**config.mk**
```make
export PLATFORM = sky130hd
export DESIGN_NAME = cism_top
export DESIGN_NICKNAME = d
export VERILOG_FILES = /design/src/rtl/cism_pkg.sv /design/src/rtl/cism_top.sv
export SDC_FILE = /design/constraint.sdc
export NUM_CORES = 1
export LEC_CHECK = 0
export ABC_AREA = 0
export BUFFER_PORTS_ARGS = -buffer_cell sky130_fd_sc_hd__buf_2
export CORE_ASPECT_RATIO = 0.75
export CORE_MARGIN = 3
export CORE_UTILIZATION = 50
export CTS_CLUSTER_SIZE = 12
export DETAILED_ROUTE_END_ITERATION = 7
export PLACE_DENSITY = 0.78
export SETUP_SLACK_MARGIN = 0.05
export SLEW_MARGIN = 40
export SYNTH_ARGS = -nofsm -noshare
export SYNTH_HDL_FRONTEND = slang
export SYNTH_SLANG_ARGS = --single-unit
export TNS_END_PERCENT = 30
```
**constraint.sdc**
```tcl
create_clock -name clk -period 2.3 [get_ports clk]
set_input_delay 0.345 -clock clk [delete_from_list [all_inputs] [get_ports clk]]
set_output_delay 0.345 -clock clk [all_outputs]
set_load 0.005 [all_outputs]
```
**src/rtl/cism_pkg.sv**
```systemverilog
// package: register map, field positions and reset values of the interrupt block
package cism_pkg;
  localparam int          ADDR_W          = 12;
  localparam int          DATA_W          = 16;
  // register offsets (word addresses)
  localparam logic [11:0] ADDR_FLAGS_ONE  = 12'h730;
  localparam logic [11:0] ADDR_FLAGS_TWO  = 12'h731;
  localparam logic [11:0] ADDR_LEVELS     = 12'h732;
  localparam logic [11:0] ADDR_GATE_ONE   = 12'h738;
  localparam logic [11:0] ADDR_GATE_TWO   = 12'h739;
  localparam logic [11:0] ADDR_LINE_GATE  = 12'h740;
  localparam logic [11:0] ADDR_FILTER_CFG = 12'h748;
  // implemented bits per register and edge masks of the second flags
  localparam logic [15:0] FLAGS_ONE_BITS  = 16'h07a1;
  localparam logic [15:0] FLAGS_TWO_BITS  = 16'hdbe3;
  localparam logic [15:0] BOTH_EDGE_TWO   = 16'h81e3;
  localparam logic [15:0] RISE_EDGE_TWO   = 16'h5a00;
  // reset values and writable bits
  localparam logic [15:0] GATE_ONE_RST    = 16'h07ff;
  localparam logic [15:0] GATE_TWO_RST    = 16'hdbe3;
  localparam logic [15:0] LINE_GATE_RST   = 16'h0000;
  localparam logic [15:0] FILTER_CFG_RST  = 16'h003f;
  localparam logic [15:0] GATE_ONE_BITS   = 16'h07ff;
  localparam logic [15:0] FILTER_CFG_BITS = 16'h003f;
  // field positions
  localparam int          BIT_WARN        = 15;
  localparam int          BIT_STOP        = 0;
  localparam int          BIT_LINE_GATE   = 0;
  localparam int          BIT_WARN_FILT   = 5;
  localparam int          BIT_STOP_FILT   = 0;
  // thermal filter time and its cycle count at 40 MHz
  localparam int          CLK_HZ          = 40000000;
  localparam int          FILTER_US       = 100;
  localparam int          FILTER_CYC      = FILTER_US * (CLK_HZ / 1000000);
endpackage

```
**src/rtl/cism_top.sv**
```systemverilog
// interrupt status, raw level, mask and output logic of the codec
//
// The address-and-strobe port was chosen for this implementation.
`timescale 1ns/10ps
module cism_top
  import cism_pkg::*;
#(
  parameter int FILTER_CYCLES = FILTER_CYC
) (
  // clock and reset
  input  wire logic              clk,
  input  wire logic              reset_n,
  // register port
  input  wire logic [ADDR_W-1:0] reg_addr,
  input  wire logic [DATA_W-1:0] reg_wdata,
  input  wire logic              reg_write,
  input  wire logic              reg_read,
  output logic      [DATA_W-1:0] reg_rdata,
  // first group sources
  input  wire logic              pin1_level,
  input  wire logic              pin8_level,
  input  wire logic              pin9_level,
  input  wire logic              pin10_level,
  input  wire logic              pin11_level,
  input  wire logic              plug_level,
  // second group sources
  input  wire logic              overheat_warn_in,
  input  wire logic              offset_servo_done_level,
  input  wire logic              core_queue_error_level,
  input  wire logic              port2_dynamics_detect_level,
  input  wire logic              port1_dynamics_detect_level,
  input  wire logic              conv2_lock_level,
  input  wire logic              conv1_lock_level,
  input  wire logic              loop2_lock_level,
  input  wire logic              loop1_lock_level,
  input  wire logic              mic_detect_level,
  input  wire logic              overheat_stop_in,
  // interrupt output, active high
  output logic                   irq
);

  logic [15:0] gate_one_q;
  logic [15:0] gate_two_q;
  logic [15:0] line_gate_q;
  logic [15:0] filter_cfg_q;
  logic [15:0] flags_one_q;
  logic [15:0] flags_two_q;
  logic [15:0] src_one;
  logic [15:0] src_two;
  logic [15:0] prev_one_q;
  logic [15:0] prev_two_q;
  logic [15:0] set_one;
  logic [15:0] set_two;
  logic [15:0] clr_one;
  logic [15:0] clr_two;
  logic        primed_q;
  logic        warn_filt_q;
  logic        stop_filt_q;
  logic        overheat_warn_level;
  logic        overheat_stop_level;
  logic [DATA_W-1:0] rdata_d;

  // thermal inputs: a change is accepted once stable for the filter time
  logic [1:0]  therm_raw;
  logic [1:0]  therm_filt;
  logic [1:0]  therm_en;
  assign therm_raw = {overheat_warn_in, overheat_stop_in};
  assign therm_en  = {filter_cfg_q[BIT_WARN_FILT], filter_cfg_q[BIT_STOP_FILT]};

  genvar g;
  generate
    for (g = 0; g < 2; g++) begin : g_therm
      logic [31:0] cnt_q;
      logic        stable_q;
      // counts how long the input has differed from the accepted level
      always_ff @(posedge clk or negedge reset_n) begin
        if (!reset_n) begin
          cnt_q <= 32'h0000_0000;
        end else if (therm_raw[g] == stable_q) begin
          cnt_q <= 32'h0000_0000;
        end else if (cnt_q >= 32'(FILTER_CYCLES - 1)) begin
          cnt_q <= 32'h0000_0000;
        end else begin
          cnt_q <= cnt_q + 32'h0000_0001;
        end
      end

      // short glitches never reach the flags, at the cost of filter latency
      always_ff @(posedge clk or negedge reset_n) begin
        if (!reset_n) begin
          stable_q <= 1'b0;
        end else if (therm_raw[g] != stable_q && cnt_q >= 32'(FILTER_CYCLES - 1)) begin
          stable_q <= therm_raw[g];
        end
      end

      // filter off passes the input straight through
      assign therm_filt[g] = therm_en[g] ? stable_q : therm_raw[g];
    end
  endgenerate

  assign warn_filt_q         = therm_filt[1];
  assign stop_filt_q         = therm_filt[0];
  assign overheat_warn_level = warn_filt_q;
  assign overheat_stop_level = stop_filt_q;

  // live levels, laid out at the flag positions
  always_comb begin
    src_one     = 16'h0000;
    src_one[10] = pin11_level;
    src_one[9]  = pin10_level;
    src_one[8]  = pin9_level;
    src_one[7]  = pin8_level;
    src_one[5]  = plug_level;
    src_one[0]  = pin1_level;
    src_two           = 16'h0000;
    src_two[BIT_WARN] = overheat_warn_level;
    src_two[14]       = offset_servo_done_level;
    src_two[12]       = core_queue_error_level;
    src_two[11]       = port2_dynamics_detect_level;
    src_two[9]        = port1_dynamics_detect_level;
    src_two[8]        = conv2_lock_level;
    src_two[7]        = conv1_lock_level;
    src_two[6]        = loop2_lock_level;
    src_two[5]        = loop1_lock_level;
    src_two[1]        = mic_detect_level;
    src_two[BIT_STOP] = overheat_stop_level;
  end

  // history of levels; first cycle after reset only primes it, so no false edge
  always_ff @(posedge clk or negedge reset_n) begin
    if (!reset_n) begin
      prev_one_q <= 16'h0000;
      prev_two_q <= 16'h0000;
      primed_q   <= 1'b0;
    end else begin
      prev_one_q <= src_one;
      prev_two_q <= src_two;
      primed_q   <= 1'b1;
    end
  end

  // rising and falling events per position
  logic [15:0] rise_one;
  logic [15:0] fall_one;
  logic [15:0] rise_two;
  logic [15:0] fall_two;

  assign rise_one = src_one & ~prev_one_q;
  assign fall_one = prev_one_q & ~src_one;
  assign rise_two = src_two & ~prev_two_q;
  assign fall_two = prev_two_q & ~src_two;

  // edge kind of each position is fixed by the package masks
  genvar e;
  generate
    for (e = 0; e < 16; e++) begin : g_edge
      logic hit_one;
      logic hit_two;
      always_comb begin
        hit_one = 1'b0;
        hit_two = 1'b0;
        if (primed_q && FLAGS_ONE_BITS[e]) begin
          hit_one = rise_one[e] | fall_one[e];
        end
        if (primed_q && BOTH_EDGE_TWO[e]) begin
          hit_two = rise_two[e] | fall_two[e];
        end else if (primed_q && RISE_EDGE_TWO[e]) begin
          hit_two = rise_two[e];
        end
      end
      assign set_one[e] = hit_one;
      assign set_two[e] = hit_two;
    end
  endgenerate

  // write decodes, one per register; the raw level register has none
  logic wr_flags_one;
  logic wr_flags_two;
  logic wr_gate_one;
  logic wr_gate_two;
  logic wr_line_gate;
  logic wr_filter_cfg;

  assign wr_flags_one  = reg_write && (reg_addr == ADDR_FLAGS_ONE);
  assign wr_flags_two  = reg_write && (reg_addr == ADDR_FLAGS_TWO);
  assign wr_gate_one   = reg_write && (reg_addr == ADDR_GATE_ONE);
  assign wr_gate_two   = reg_write && (reg_addr == ADDR_GATE_TWO);
  assign wr_line_gate  = reg_write && (reg_addr == ADDR_LINE_GATE);
  assign wr_filter_cfg = reg_write && (reg_addr == ADDR_FILTER_CFG);

  // a written one clears, a written zero leaves the flag alone
  assign clr_one = wr_flags_one ? reg_wdata : 16'h0000;
  assign clr_two = wr_flags_two ? reg_wdata : 16'h0000;

  // one sticky cell per position; unimplemented positions stay zero
  genvar f;
  generate
    for (f = 0; f < 16; f++) begin : g_flag
      logic cell_one_q;
      logic cell_two_q;

      // set wins over a clear in the same cycle, so no event is lost
      always_ff @(posedge clk or negedge reset_n) begin
        if (!reset_n) begin
          cell_one_q <= 1'b0;
        end else if (!FLAGS_ONE_BITS[f]) begin
          cell_one_q <= 1'b0;
        end else if (set_one[f]) begin
          cell_one_q <= 1'b1;
        end else if (clr_one[f]) begin
          cell_one_q <= 1'b0;
        end
      end

      // masks are not looked at here: a masked source still flags
      always_ff @(posedge clk or negedge reset_n) begin
        if (!reset_n) begin
          cell_two_q <= 1'b0;
        end else if (!FLAGS_TWO_BITS[f]) begin
          cell_two_q <= 1'b0;
        end else if (set_two[f]) begin
          cell_two_q <= 1'b1;
        end else if (clr_two[f]) begin
          cell_two_q <= 1'b0;
        end
      end

      assign flags_one_q[f] = cell_one_q;
      assign flags_two_q[f] = cell_two_q;
    end
  endgenerate

  // first mask; reserved bits 11 to 15 read zero whatever software writes
  always_ff @(posedge clk or negedge reset_n) begin
    if (!reset_n) begin
      gate_one_q <= GATE_ONE_RST;
    end else if (wr_gate_one) begin
      gate_one_q <= reg_wdata & GATE_ONE_BITS;
    end
  end

  // second mask, at the flag positions
  always_ff @(posedge clk or negedge reset_n) begin
    if (!reset_n) begin
      gate_two_q <= GATE_TWO_RST;
    end else if (wr_gate_two) begin
      gate_two_q <= reg_wdata & FLAGS_TWO_BITS;
    end
  end

  // global line gate, one bit
  always_ff @(posedge clk or negedge reset_n) begin
    if (!reset_n) begin
      line_gate_q <= LINE_GATE_RST;
    end else if (wr_line_gate) begin
      line_gate_q <= reg_wdata & 16'h0001;
    end
  end

  // thermal filter enables, both on after reset
  always_ff @(posedge clk or negedge reset_n) begin
    if (!reset_n) begin
      filter_cfg_q <= FILTER_CFG_RST;
    end else if (wr_filter_cfg) begin
      filter_cfg_q <= reg_wdata & FILTER_CFG_BITS;
    end
  end

  // flags allowed to reach the line
  logic [15:0] pend_one;
  logic [15:0] pend_two;
  logic        irq_d;

  assign pend_one = flags_one_q & ~gate_one_q & FLAGS_ONE_BITS;
  assign pend_two = flags_two_q & ~gate_two_q & FLAGS_TWO_BITS;
  assign irq_d    = ~line_gate_q[BIT_LINE_GATE] & (|pend_one | |pend_two);

  // registered so the line cannot glitch while flags clear
  always_ff @(posedge clk or negedge reset_n) begin
    if (!reset_n) begin
      irq <= 1'b0;
    end else begin
      irq <= irq_d;
    end
  end

  // read data one cycle after the strobe, zero on unmapped addresses
  logic rd_flags_one;
  logic rd_flags_two;
  logic rd_levels;
  logic rd_gate_one;
  logic rd_gate_two;
  logic rd_line_gate;
  logic rd_filter_cfg;

  assign rd_flags_one  = (reg_addr == ADDR_FLAGS_ONE);
  assign rd_flags_two  = (reg_addr == ADDR_FLAGS_TWO);
  assign rd_levels     = (reg_addr == ADDR_LEVELS);
  assign rd_gate_one   = (reg_addr == ADDR_GATE_ONE);
  assign rd_gate_two   = (reg_addr == ADDR_GATE_TWO);
  assign rd_line_gate  = (reg_addr == ADDR_LINE_GATE);
  assign rd_filter_cfg = (reg_addr == ADDR_FILTER_CFG);

  // the mic source has no live bit, so position 1 reads zero there
  always_comb begin
    rdata_d = 16'h0000;
    if (rd_flags_one) begin
      rdata_d = flags_one_q;
    end
    if (rd_flags_two) begin
      rdata_d = flags_two_q;
    end
    if (rd_levels) begin
      rdata_d = src_two & FLAGS_TWO_BITS & ~16'h0002;
    end
    if (rd_gate_one) begin
      rdata_d = gate_one_q;
    end
    if (rd_gate_two) begin
      rdata_d = gate_two_q;
    end
    if (rd_line_gate) begin
      rdata_d = line_gate_q;
    end
    if (rd_filter_cfg) begin
      rdata_d = filter_cfg_q;
    end
  end

  always_ff @(posedge clk or negedge reset_n) begin
    if (!reset_n) begin
      reg_rdata <= 16'h0000;
    end else if (reg_read) begin
      reg_rdata <= rdata_d;
    end else begin
      reg_rdata <= 16'h0000;
    end
  end

endmodule

```
Word level (Yosys, flattened, before mapping):

Index checks and enable logic that the tools add are counted.

* add/sub/neg operators: 2
* $lt $le $gt $ge: 2
* equality and inequality tests: 11
* multiplexer cells: 67
* bitwise logic cells: 28
* reductions and logical operators: 27

Operators with widths (number)
* $mux 16: 8
* $mux 32: 4
* $eq 12x11->1 const B: 7
* $add 32x1->32 const B: 2
* $ge 32x12->1 const B: 2
* $mux 1: 53
* $and 16x16->16: 3
* $not 16->16: 3
* $reduce_bool 2->1: 17
* $and 11x11->11: 3
* $not 11->11: 3
* $mux 11: 2
* $or 1x1->1: 14
* $reduce_or 11->1: 1
* $logic_and 1x1->1: 8
* $reduce_or 6->1: 1
* $eq 1x1->1: 2
* $ne 1x1->1: 2
* $and 1x1->1: 1
* $not 1->1: 1

* register bits: 147
* output and inout bits: 17

Longest topological paths before layout:

Gate-level depths: netlist (run 1).

* word-level depth: 9
* mapped depth: 8

Least setup slack after synthesis (run 1):

OpenSTA, ideal clock, no wires.

* path kind: input -> register
* start point: input reg_addr[4]
* end point: register reg_rdata[5]
* data arrival time: 1653 ps
* data required time: 2178 ps
* path slack: 526 ps
* stages on the path: 5
* path buffers: 0
* cell sequence: or4b_4 > o41ai_4 > or4b_1 > o32ai_1 > a32o_1

* word-level cells in the longest chain between the ends: 9
* elaborated cells on any way between the ends: 15

RTL lines
* start: declaration: RTL line cism_top.sv:14 `input wire logic [ADDR_W-1:0] reg_addr,`
* $eq 12x11->1: RTL line cism_top.sv:297 `assign rd_flags_one = (reg_addr == ADDR_FLAGS_ONE);`
* $mux 11: RTL line cism_top.sv:308 `if (rd_flags_one) begin`
* $mux 16: RTL line cism_top.sv:311 `if (rd_flags_two) begin`
* $mux 16: RTL line cism_top.sv:314 `if (rd_levels) begin`
* $mux 16: RTL line cism_top.sv:317 `if (rd_gate_one) begin`
* $mux 16: RTL line cism_top.sv:320 `if (rd_gate_two) begin`
* $mux 16: RTL line cism_top.sv:323 `if (rd_line_gate) begin`
* $mux 16 *: RTL line cism_top.sv:326 `if (rd_filter_cfg) begin`
* $mux 16 *: RTL line cism_top.sv:334 `end else if (reg_read) begin`
* end signal: assignment: RTL line cism_top.sv:335 `reg_rdata <= rdata_d;`
* end: declaration: RTL line cism_top.sv:18 `output logic [DATA_W-1:0] reg_rdata,`

Mark *: on every way between the ends. The rest lies on a longest branch, timed or not.
A chain may end at the register's enable or synchronous reset.

Worst setup path after layout (run 1):

* start point: register g_therm[1].cnt_q[0]
* end point: register g_therm[1].cnt_q[7]

* word-level cells in the longest chain between the ends: 3
* elaborated cells on any way between the ends: 4

RTL lines
* start: declaration: RTL line cism_top.sv:73 `logic [31:0] cnt_q;`
* start signal: assignment: RTL line cism_top.sv:84 `cnt_q <= cnt_q + 32'h0000_0001;`
* $add 32x1->32 or $ge 32x12->1 (tied branches): RTL line cism_top.sv:84, cism_top.sv:81
* $mux 32 *: RTL line cism_top.sv:81 `end else if (cnt_q >= 32'(FILTER_CYCLES - 1)) begin`
* $mux 32 *: RTL line cism_top.sv:79 `end else if (therm_raw[g] == stable_q) begin`

Marks and branches as above.

==> results of run 1 <==
[synthesized netlist by cell type, types with 3 or more instances]
cell,instances
a21o_1,3
a21oi_1,11
a22o_1,13
a22oi_1,8
a32o_1,3
a32oi_1,4
and3_1,5
buf_2,8
clkbuf_1,5
dfrtp_1,118
dfstp_2,28
inv_1,19
mux2_2,31
mux2i_1,4
nand2_1,39
nand2b_1,4
nand3_1,14
nor2_1,41
nor2b_1,5
nor3_1,8
nor3_2,3
nor4_1,14
o21ai_0,13
o22ai_1,8
xnor2_1,8
xor2_1,25
[per-stage QoR]
step	hold slack, ns	total power [µW]	std cells	setup WS (ns)
after detailed placement	0.4028	2947	743	0.1006
after global routing	0.04148	5901	776	0.1309
after floorplan	0.04941	2784	523	0.5259
after CTS	0.04594	5757	776	0.2896
after global placement	0.3907	2935	743	0.1007
final	0.05741	5712	776	0.3311
[cell usage in the layout, fill, tap and decap left out, drive strengths merged, types with 3 or more instances in the layout]
cell / netlist / layout
a21o: 3 / 3
a32oi: 4 / 4
a2111oi: 3 / 3
conb: 2 / 42
dfstp: 28 / 28
nor2: 42 / 42
mux2i: 4 / 4
nor2b: 5 / 5
mux2: 32 / 32
a22oi: 8 / 8
xor2: 25 / 25
nand2b: 4 / 4
bufinv: 0 / 3
nor3: 12 / 12
inv: 19 / 19
a21oi: 11 / 11
nand3: 14 / 14
or2: 3 / 3
o22ai: 8 / 8
a22o: 13 / 13
nand2: 39 / 39
and3: 5 / 5
clkbuf: 5 / 23
dfrtp: 118 / 118
o21ai: 13 / 13
clkinv: 0 / 5
buf: 11 / 79
nor4: 15 / 15
a32o: 3 / 3
xnor2: 8 / 8
[metal layers]
layer  up-vias  GRT usage, %  routed length [µm]  share of wire [%]
met1      2084         29.73                6199                 45
met5         -             0                   0                  0
met2       159         34.42                6438                 47
met4         0         5.811                 150                1.1
met3        16         7.465                 932                6.8
li1       1910             -                   -                  -
[final cells by class]
class | instances | share of cell area [%]
multi-input combinational | 342 | 30.71
sequential | 146 | 50.70
clock buffer | 23 | 6.569
timing repair buffer | 80 | 6.552
tap | 157 | 2.700
clock inverter | 9 | 1.788
inverter | 19 | 0.9802
[worst max-delay path, stage by stage (launching register included)]
cell,delay [ns]
dfrtp_1,0.41
ha_1,0.26
nand3_1,0.11
o21ai_0,0.11
a311oi_1,0.43
nand2_1,0.34
nor2_1,0.23
[cells by family (layout without fill, tap and decap cells)]
group / after synthesis / after routing / share of synthesized area [%]
flops: 146 / 146 / 62.42
mux: 36 / 36 / 6.775
simple gates: 154 / 154 / 13.49
fa+ha+maj: 2 / 2 / 0.4234
compound gates: 75 / 75 / 9.422
buf+inv: 35 / 131 / 2.456
other cells: 2 / 42 / 0.1271
xor+xnor: 33 / 33 / 4.891
[flip-flops by register name, summed over array words and instances, names as in the netlist]
register / cells
gate_one_q: 11
primed_q: 1
gate_two_q: 11
irq: 1
prev_one_q: 6
g_flag.cell_two_q: 11
g_flag.cell_one_q: 6
filter_cfg_q: 6
line_gate_q: 1
prev_two_q: 11
g_therm.cnt_q: 64
reg_rdata: 15
g_therm.stable_q: 2
[final timing paths]
path                                startpoint                     to  slack [ns]  depth (start not counted)
min in group asynchronous              reset_n   g_therm[1].cnt_q[14]        0.52                          2
min                                 pin8_level          prev_one_q[7]        0.06                          1
max reg2reg                g_therm[1].cnt_q[0]    g_therm[1].cnt_q[7]        0.33                          6
min reg2reg                     prev_two_q[11]  g_flag[11].cell_two_q        0.43                          1
max in group asynchronous              reset_n          gate_one_q[8]        1.06                          3
max                        g_therm[1].cnt_q[0]    g_therm[1].cnt_q[7]        0.33                          6
[power by group through the flow]
stage / sequential [µW] / clock, µW / combinational, µW
after floorplan: 2690 / 0 / 94.9
after global placement: 2700 / 0 / 240
after detailed placement: 2700 / 0 / 248
after CTS: 2660 / 2850 / 252
after global routing: 2660 / 2960 / 284
final: 2660 / 2800 / 254
[what timing repair did]
item | CTS | global route
resized for setup | 0 | 1
endpoints found under the hold margin | 59 | 0
hold buffers | 1 | 0
endpoints found under the setup margin | 0 | 5
==> flow_metrics.tcl, run 1 <==
set metrics [dict create \
    synth_area_leader_cell "dfrtp_1" \
    drc 0 \
    power_frac_clock_pct 49.1 \
    drive_gt1_share_pct 29.24 \
    diodes 0 \
    hold_viol_final 0 \
    tns_ns 0 \
    synth.area.top_cells "dfrtp_1 (50%), dfstp_2 (12%), mux2_2 (5.9%), xor2_1 (3.7%), nor2_1 (2.6%)" \
    track_usage_pct 21.93 \
    clock_skew_ns 0.006632 \
    ir_drop_mv 0.5731 \
    setup_viol 0 \
    wl_per_cell_um 17.68 \
    fin_crit_ns 1.969 \
    portBuffers 63 \
    fillers 881 \
    fmax_mhz 507.9 \
    cellPowerDensity_nw_per_um2 785.0 \
    seqCellArea_um2 3689 \
    die_w_um 131.5 \
    p_int_uw 4508 \
    synth_top_area_share_pct 49.97 \
    rows 33 \
    crit_fanout 11 \
    numCtsBuffers 17 \
    antenna_left 0 \
    finish.utilization_pct 64.78 \
    arrival_ns 2.30 \
    place_congestion 0.9021 \
    power.switching_uw 1204 \
    cts_setup_buffers 0 \
    endpoint_kind "flop" \
    nets 657 \
    placedInstanceArea_um2 6655 \
    die_area_um2 13170 \
    h-tree-depth 4 \
    synth-seq-area-share_pct 62.42 \
    synthArstFlopShare_pct 100.0 \
    synth.distinct_cells 56 \
    yosysWarnings 0 \
    cp-start-kind "flop" \
    pin_count 66 \
    clock-sinks 146 \
    syn_inst 483 \
    hold_path_class "primary input to flop" \
    wirelength_um 13720 \
    path_class "flop to flop" \
    dr.first_iter.drc_count 417 \
    outcome "finished, final reports clean" \
    core-area_um2 11230 \
    die_h_um 100.2 \
    hpwl_um 9415 \
    finalMaxSlewViolations 0 \
    finalCritPeriodShare_pct 85.61 \
    avgSynthCellArea_um2 12.23 \
    dr.pass1.iters 5 \
    p_leak_uw 0.003314 \
    grt_max_degree 73 \
    vias 4169 \
    switching_share_pct 21.08 \
    grt_pass1_vias 4379 \
    pwr-share-comb_pct 4.5 \
    path_clk_slew_ns 0.06 \
    multi_input_area_um2 2235 \
    areaGrowthSynthToFinish_pct 23.12 \
    antenna_found_initial 0 \
    cts_root_buf "clkbuf_16" \
    cp.required_ns 2.63 \
    netlist_area_um2 5909 \
    detail_route.vias_per_cell 5.372 \
    rsz0062_at_grt "no" \
    drv_cap 0 \
    final_area_um2 7276 \
    clk_latency_ns 0.41 \
    p_seq_share_pct 46.5 \
    start_util_pct 52.62 \
    synth-edff-count 0 \
    cts.path.max_buffers 2 \
    cts_tree "built" \
    synth-seq-cells 146 \
    tightest_slew_ns 0.6899 \
    slew_headroom_pct 54.01 \
    grt_pass1_wl_um 22490 \
    synthFlopType "dfrtp_1" \
    grt.overflow.total 0 \
]
No activity file was read; power rests on OpenSTA's default activity.
==> inputs of run 2 (changes only) <==
- CTS_BUF_LIST: unset -> sky130_fd_sc_hd__clkbuf_8
- HOLD_SLACK_MARGIN: unset -> 0.15
- PLACE_DENSITY: 0.78 -> unset
- PLACE_DENSITY_LB_ADDON: unset -> 0.05
==> flow_metrics.tcl, run 2 (synthesis results as in run 1) <==
set metrics [dict create \
    outcome "finished, final reports clean" \
    critPathBufInv 2 \
    die_w_um 131.5 \
    core-area_um2 11230 \
    fillers 907 \
    largest_reg_flops 64 \
    cts_tree "built" \
    min_path_cells 2 \
    min_to "gate_two_q[6]" \
    path_clk_slew_ns 0.08 \
    grt_max_degree 68 \
    ctsResizeCount 0 \
    finalCritPeriodShare_pct 89.26 \
    crit_fanout 3 \
    path_class "primary input to flop" \
    vias 4187 \
    detail_route.vias_per_cell 5.227 \
    tightest_slew_ns 0.7123 \
    h-tree-depth 4 \
    drive_gt1_share_pct 28.88 \
    cp.required_ns 2.63 \
    hp-start "reg_wdata[6]" \
    hpwl_um 9182 \
    cts_root_buf "clkbuf_8" \
    top_regs "g_therm.cnt_q (64), reg_rdata (15)" \
    grt_pass1_wl_um 21580 \
    fin_crit_ns 2.053 \
    dr.pass1.iters 5 \
    place_congestion 0.9018 \
    finish.utilization_pct 65.46 \
    cp-start-kind "primary input" \
    start_util_pct 52.62 \
    ir_drop_mv 0.4837 \
    rows 33 \
    grt.overflow.total 0 \
    wl_per_cell_um 16.32 \
    hold_path_class "primary input to flop" \
    p_leak_uw 0.003337 \
    grt_pass1_vias 4189 \
    final_common_cell "dfrtp_1" \
    fmax_mhz 487.1 \
    r2r_end "g_therm[1].cnt_q[3]" \
    endpoint_kind "flop" \
    antenna_found_initial 0 \
    hold_viol_final 0 \
    portBuffers 63 \
    layout_common_cells "dfrtp_1 (118), buf_2 (62), conb_1 (42)" \
    antenna_left 0 \
    seqCellArea_um2 3689 \
    drc 0 \
    rr_startpoint "g_therm[1].cnt_q[0]" \
    setup_viol 0 \
    reg2regPathDepth 6 \
    top_register "g_therm.cnt_q" \
    cellPowerDensity_nw_per_um2 700.6 \
    cts.path.max_buffers 2 \
    slew_headroom_pct 52.51 \
    cp_top_family "compound AO/OA/AOI/OAI gates" \
    multi_input_area_um2 2232 \
    areaGrowthSynthToFinish_pct 24.41 \
    max_stage_delay_ns 0.54 \
    die_area_um2 13170 \
    tns_ns 0 \
    track_usage_pct 21.18 \
    reg2reg_slack_ns 0.26 \
    pin_count 66 \
    diodes 0 \
    crit_chain "dlygate4sd3_1, buf_2, or3b_2, a2111oi_0, or4b_1, o32ai_1, a32o_1" \
    cts_setup_buffers 0 \
    clock-sinks 146 \
    clock_skew_ns 0.009617 \
    arrival_ns 2.38 \
    drv_cap 0 \
    finalMaxSlewViolations 0 \
    rsz0062_at_grt "no" \
    dr.first_iter.drc_count 261 \
    numCtsBuffers 17 \
    cp_slowest_cell "dlygate4sd3_1" \
    nets 682 \
    die_h_um 100.2 \
    wirelength_um 13080 \
    clk_latency_ns 0.44 \
]
==> run 2: cell count changes in the layout (fill, tap and decap cells not counted), sizes merged <==
| cell | before | now |
|---|---|---|
| bufinv | 3 | 4 |
| inv | 19 | 20 |
| clkinv | 5 | 4 |
| clkbuf | 23 | 19 |
| dlygate4sd3 | 1 | 23 |
| buf | 79 | 82 |
| clkinvlp | 1 | 4 |
==> run 2: repair_timing <==
action / 4_1_cts / 5_1_grt
endpoints found under the hold margin: 79 / 0
hold buffers: 23 / 0
endpoints found under the setup margin: 0 / 0
==> run 2: worst max-delay path by stage <==
stage / endpoint / startpoint / cells after the start / slack, ns
2_1_floorplan: reg_rdata[5] / reg_addr[4] / 5 / 0.53
3_3_place_gp: gate_two_q[14] / reg_addr[7] / 7 / 0.17
3_5_place_dp: gate_two_q[14] / reg_addr[7] / 7 / 0.15
4_1_cts: g_therm[1].cnt_q[7] / g_therm[1].cnt_q[0] / 6 / 0.24
5_1_grt: g_therm[1].cnt_q[9] / g_therm[1].cnt_q[0] / 6 / 0.11
6_report: reg_rdata[5] / loop1_lock_level / 7 / 0.25
==> run 2: area by class of cell <==
| class | count | share of cell area, % |
|---|---|---|
| well taps | 157 | 2.672 |
| repair buffers | 105 | 9.786 |
| inverters | 19 | 0.9700 |
| flip-flops and latches | 146 | 50.17 |
| clock inverters | 13 | 2.485 |
| multi-input cells | 342 | 30.36 |
| clock buffers | 19 | 3.557 |
==> run 2: power by group <==
part | internal (µW) | switching, µW | total (µW) | leakage (µW)
Clock | 1240 | 985 | 2220 | 0.000214
Sequential | 2620 | 25.0 | 2650 | 0.00170
Combinational | 112 | 166 | 278 | 0.00142
Total | 3970 | 1180 | 5150 | 0.00334
==> run 2: stage by stage <==
step | total power, µW | hold WS, ns | cells | instance area [µm²] | setup slack [ns]
floorplan | 2784 | 0.04941 | 523 | 6060 | 0.5259
global route | 5364 | 0.1519 | 801 | 7352 | 0.1107
detailed placement | 2946 | 0.3834 | 746 | 6678 | 0.1451
finish | 5151 | 0.1804 | 801 | 7352 | 0.2469
CTS | 5203 | 0.1544 | 801 | 7352 | 0.2379
global placement | 2939 | 0.3771 | 746 | 6678 | 0.1730
==> run 2: metal layers <==
metal	routed length (µm)	share of wire, %	GRT usage (%)	vias to the layer above
met5	0	0	0	-
met4	140	1.1	6.376	0
met3	909	7.0	6.363	14
met2	5757	44	31.17	129
met1	6268	48	30.71	2083
li1	-	-	-	1961
==> inputs of run 3 (changes only) <==
- CTS_BUF_LIST: sky130_fd_sc_hd__clkbuf_8 -> sky130_fd_sc_hd__clkbuf_2
==> flow_metrics.tcl, run 3 (synthesis results as in run 1) <==
set metrics [dict create \
    track_usage_pct 20.84 \
    rsz0062_at_grt "no" \
    fin_crit_ns 2.062 \
    finalCritPeriodShare_pct 89.64 \
    antenna_found_initial 0 \
    tightest_slew_ns 0.7137 \
    antenna_left 0 \
    finalMaxSlewViolations 0 \
    hold_viol_final 0 \
    outcome "finished, final reports clean" \
    hpwl_um 9182 \
    layout_common_cells "dfrtp_1 (118), buf_2 (62), conb_1 (42)" \
    areaGrowthSynthToFinish_pct 23.76 \
    die_w_um 131.5 \
    place_inst 746 \
    portBuffers 63 \
    vias 4224 \
    fmax_mhz 485.0 \
    drc 0 \
    clk_latency_ns 0.67 \
    grt_max_degree 68 \
    clock-sinks 146 \
    start_util_pct 52.62 \
    grt_pass1_wl_um 21480 \
    finalPower_uw 4579 \
    crit_fanout 11 \
    nets 695 \
    cts_tree "built" \
    core-area_um2 11230 \
    largest_reg_flops 64 \
    grt_pass1_vias 4239 \
    tns_ns 0 \
    finish.utilization_pct 65.12 \
    top_regs "g_therm.cnt_q (64), reg_rdata (15)" \
    endpoint_kind "flop" \
    final_common_cell "dfrtp_1" \
    clock_skew_ns 0.01996 \
    path_clk_slew_ns 0.20 \
    detail_route.vias_per_cell 5.189 \
    place_congestion 0.9018 \
    dr.pass1.iters 5 \
    path_class "flop to flop" \
    cts_setup_buffers 0 \
    grt.overflow.total 0 \
    placedInstanceArea_um2 6678 \
    hold_path_class "primary input to asynchronous set/reset pin" \
    cellPowerDensity_nw_per_um2 626.1 \
    final_cells 814 \
    arrival_ns 2.68 \
    rows 33 \
    drv_cap 0 \
    p_leak_uw 0.003329 \
    die_area_um2 13170 \
    final_area_um2 7313 \
    slew_headroom_pct 52.42 \
    top_register "g_therm.cnt_q" \
    ir_drop_mv 0.3510 \
    pin_count 66 \
    die_h_um 100.2 \
    cp-start-kind "flop" \
    drive_gt1_share_pct 28.01 \
    setup_viol 0 \
    numCtsBuffers 17 \
    diodes 0 \
    dr.first_iter.drc_count 223 \
    h-tree-depth 4 \
    wl_per_cell_um 15.94 \
    wirelength_um 12980 \
    cts_root_buf "clkbuf_2" \
    cp.required_ns 2.92 \
    cts.path.max_buffers 2 \
]
run 3: cell types whose count changed in the layout (fill, tap and decap cells not counted), sizes merged:
cell,before,now
dlygate4sd3,23,36
clkinv,4,6
clkbuf,19,17
run 3: worst paths after layout:
check | startpoint | to | slack (ns) | depth (start not counted)
hold reg to reg | prev_two_q[9] | g_flag[9].cell_two_q | 0.45 | 1
max in group asynchronous | reset_n | gate_one_q[8] | 1.40 | 3
setup / recovery | g_therm[1].cnt_q[0] | g_therm[1].cnt_q[7] | 0.24 | 6
setup reg to reg | g_therm[1].cnt_q[0] | g_therm[1].cnt_q[7] | 0.24 | 6
hold / removal | reset_n | g_therm[0].cnt_q[2] | 0.20 | 2
min in group clk | reg_addr[7] | reg_rdata[0] | 0.21 | 5
run 3: critical path, stage by stage, from the launching register on:
cell      delay, ns
dfrtp_1        0.46
ha_1           0.25
nand3_1        0.11
o21ai_0        0.10
a311oi_1       0.51
nand2_1        0.37
nor2_1         0.20
run 3: repair_timing:
item,CTS,global route
gates resized for setup,0,0
hold buffers,36,0
endpoints found under the hold margin,206,0
run 3: metal layers:
metal / part of all wire (%) / track usage [%] / vias to the layer above / wire [µm]
met5: 0 / 0 / - / 0
met1: 49 / 30.68 / 2094 / 6319
met4: 1.2 / 5.165 / 0 / 161
met2: 44 / 31.05 / 126 / 5712
met3: 6.1 / 5.762 / 16 / 786
li1: - / - / 1988 / -
run 3: power by group:
part	total [µW]	switching, µW	internal [µW]
clock network	1630	927	704
registers	2650	24.8	2630
logic	293	167	126
run 3: area by class of cell:
class / count / area [µm²]
inverters: 19 / 71.32
fillers: 908 / 3918
well taps: 157 / 196.4
flip-flops and latches: 146 / 3689
repair buffers: 118 / 849.6
multi-input cells: 342 / 2232
clock inverters: 15 / 190.2
clock buffers: 17 / 85.08
run 3: through the flow:
| stage | hold WS (ns) | worst slack [ns] |
|---|---|---|
| floorplan | 0.04941 | 0.5259 |
| global placement | 0.3771 | 0.1730 |
| detailed placement | 0.3834 | 0.1451 |
| CTS | 0.1712 | 0.2240 |
| global route | 0.1815 | 0.08154 |
| finish | 0.2019 | 0.2383 |
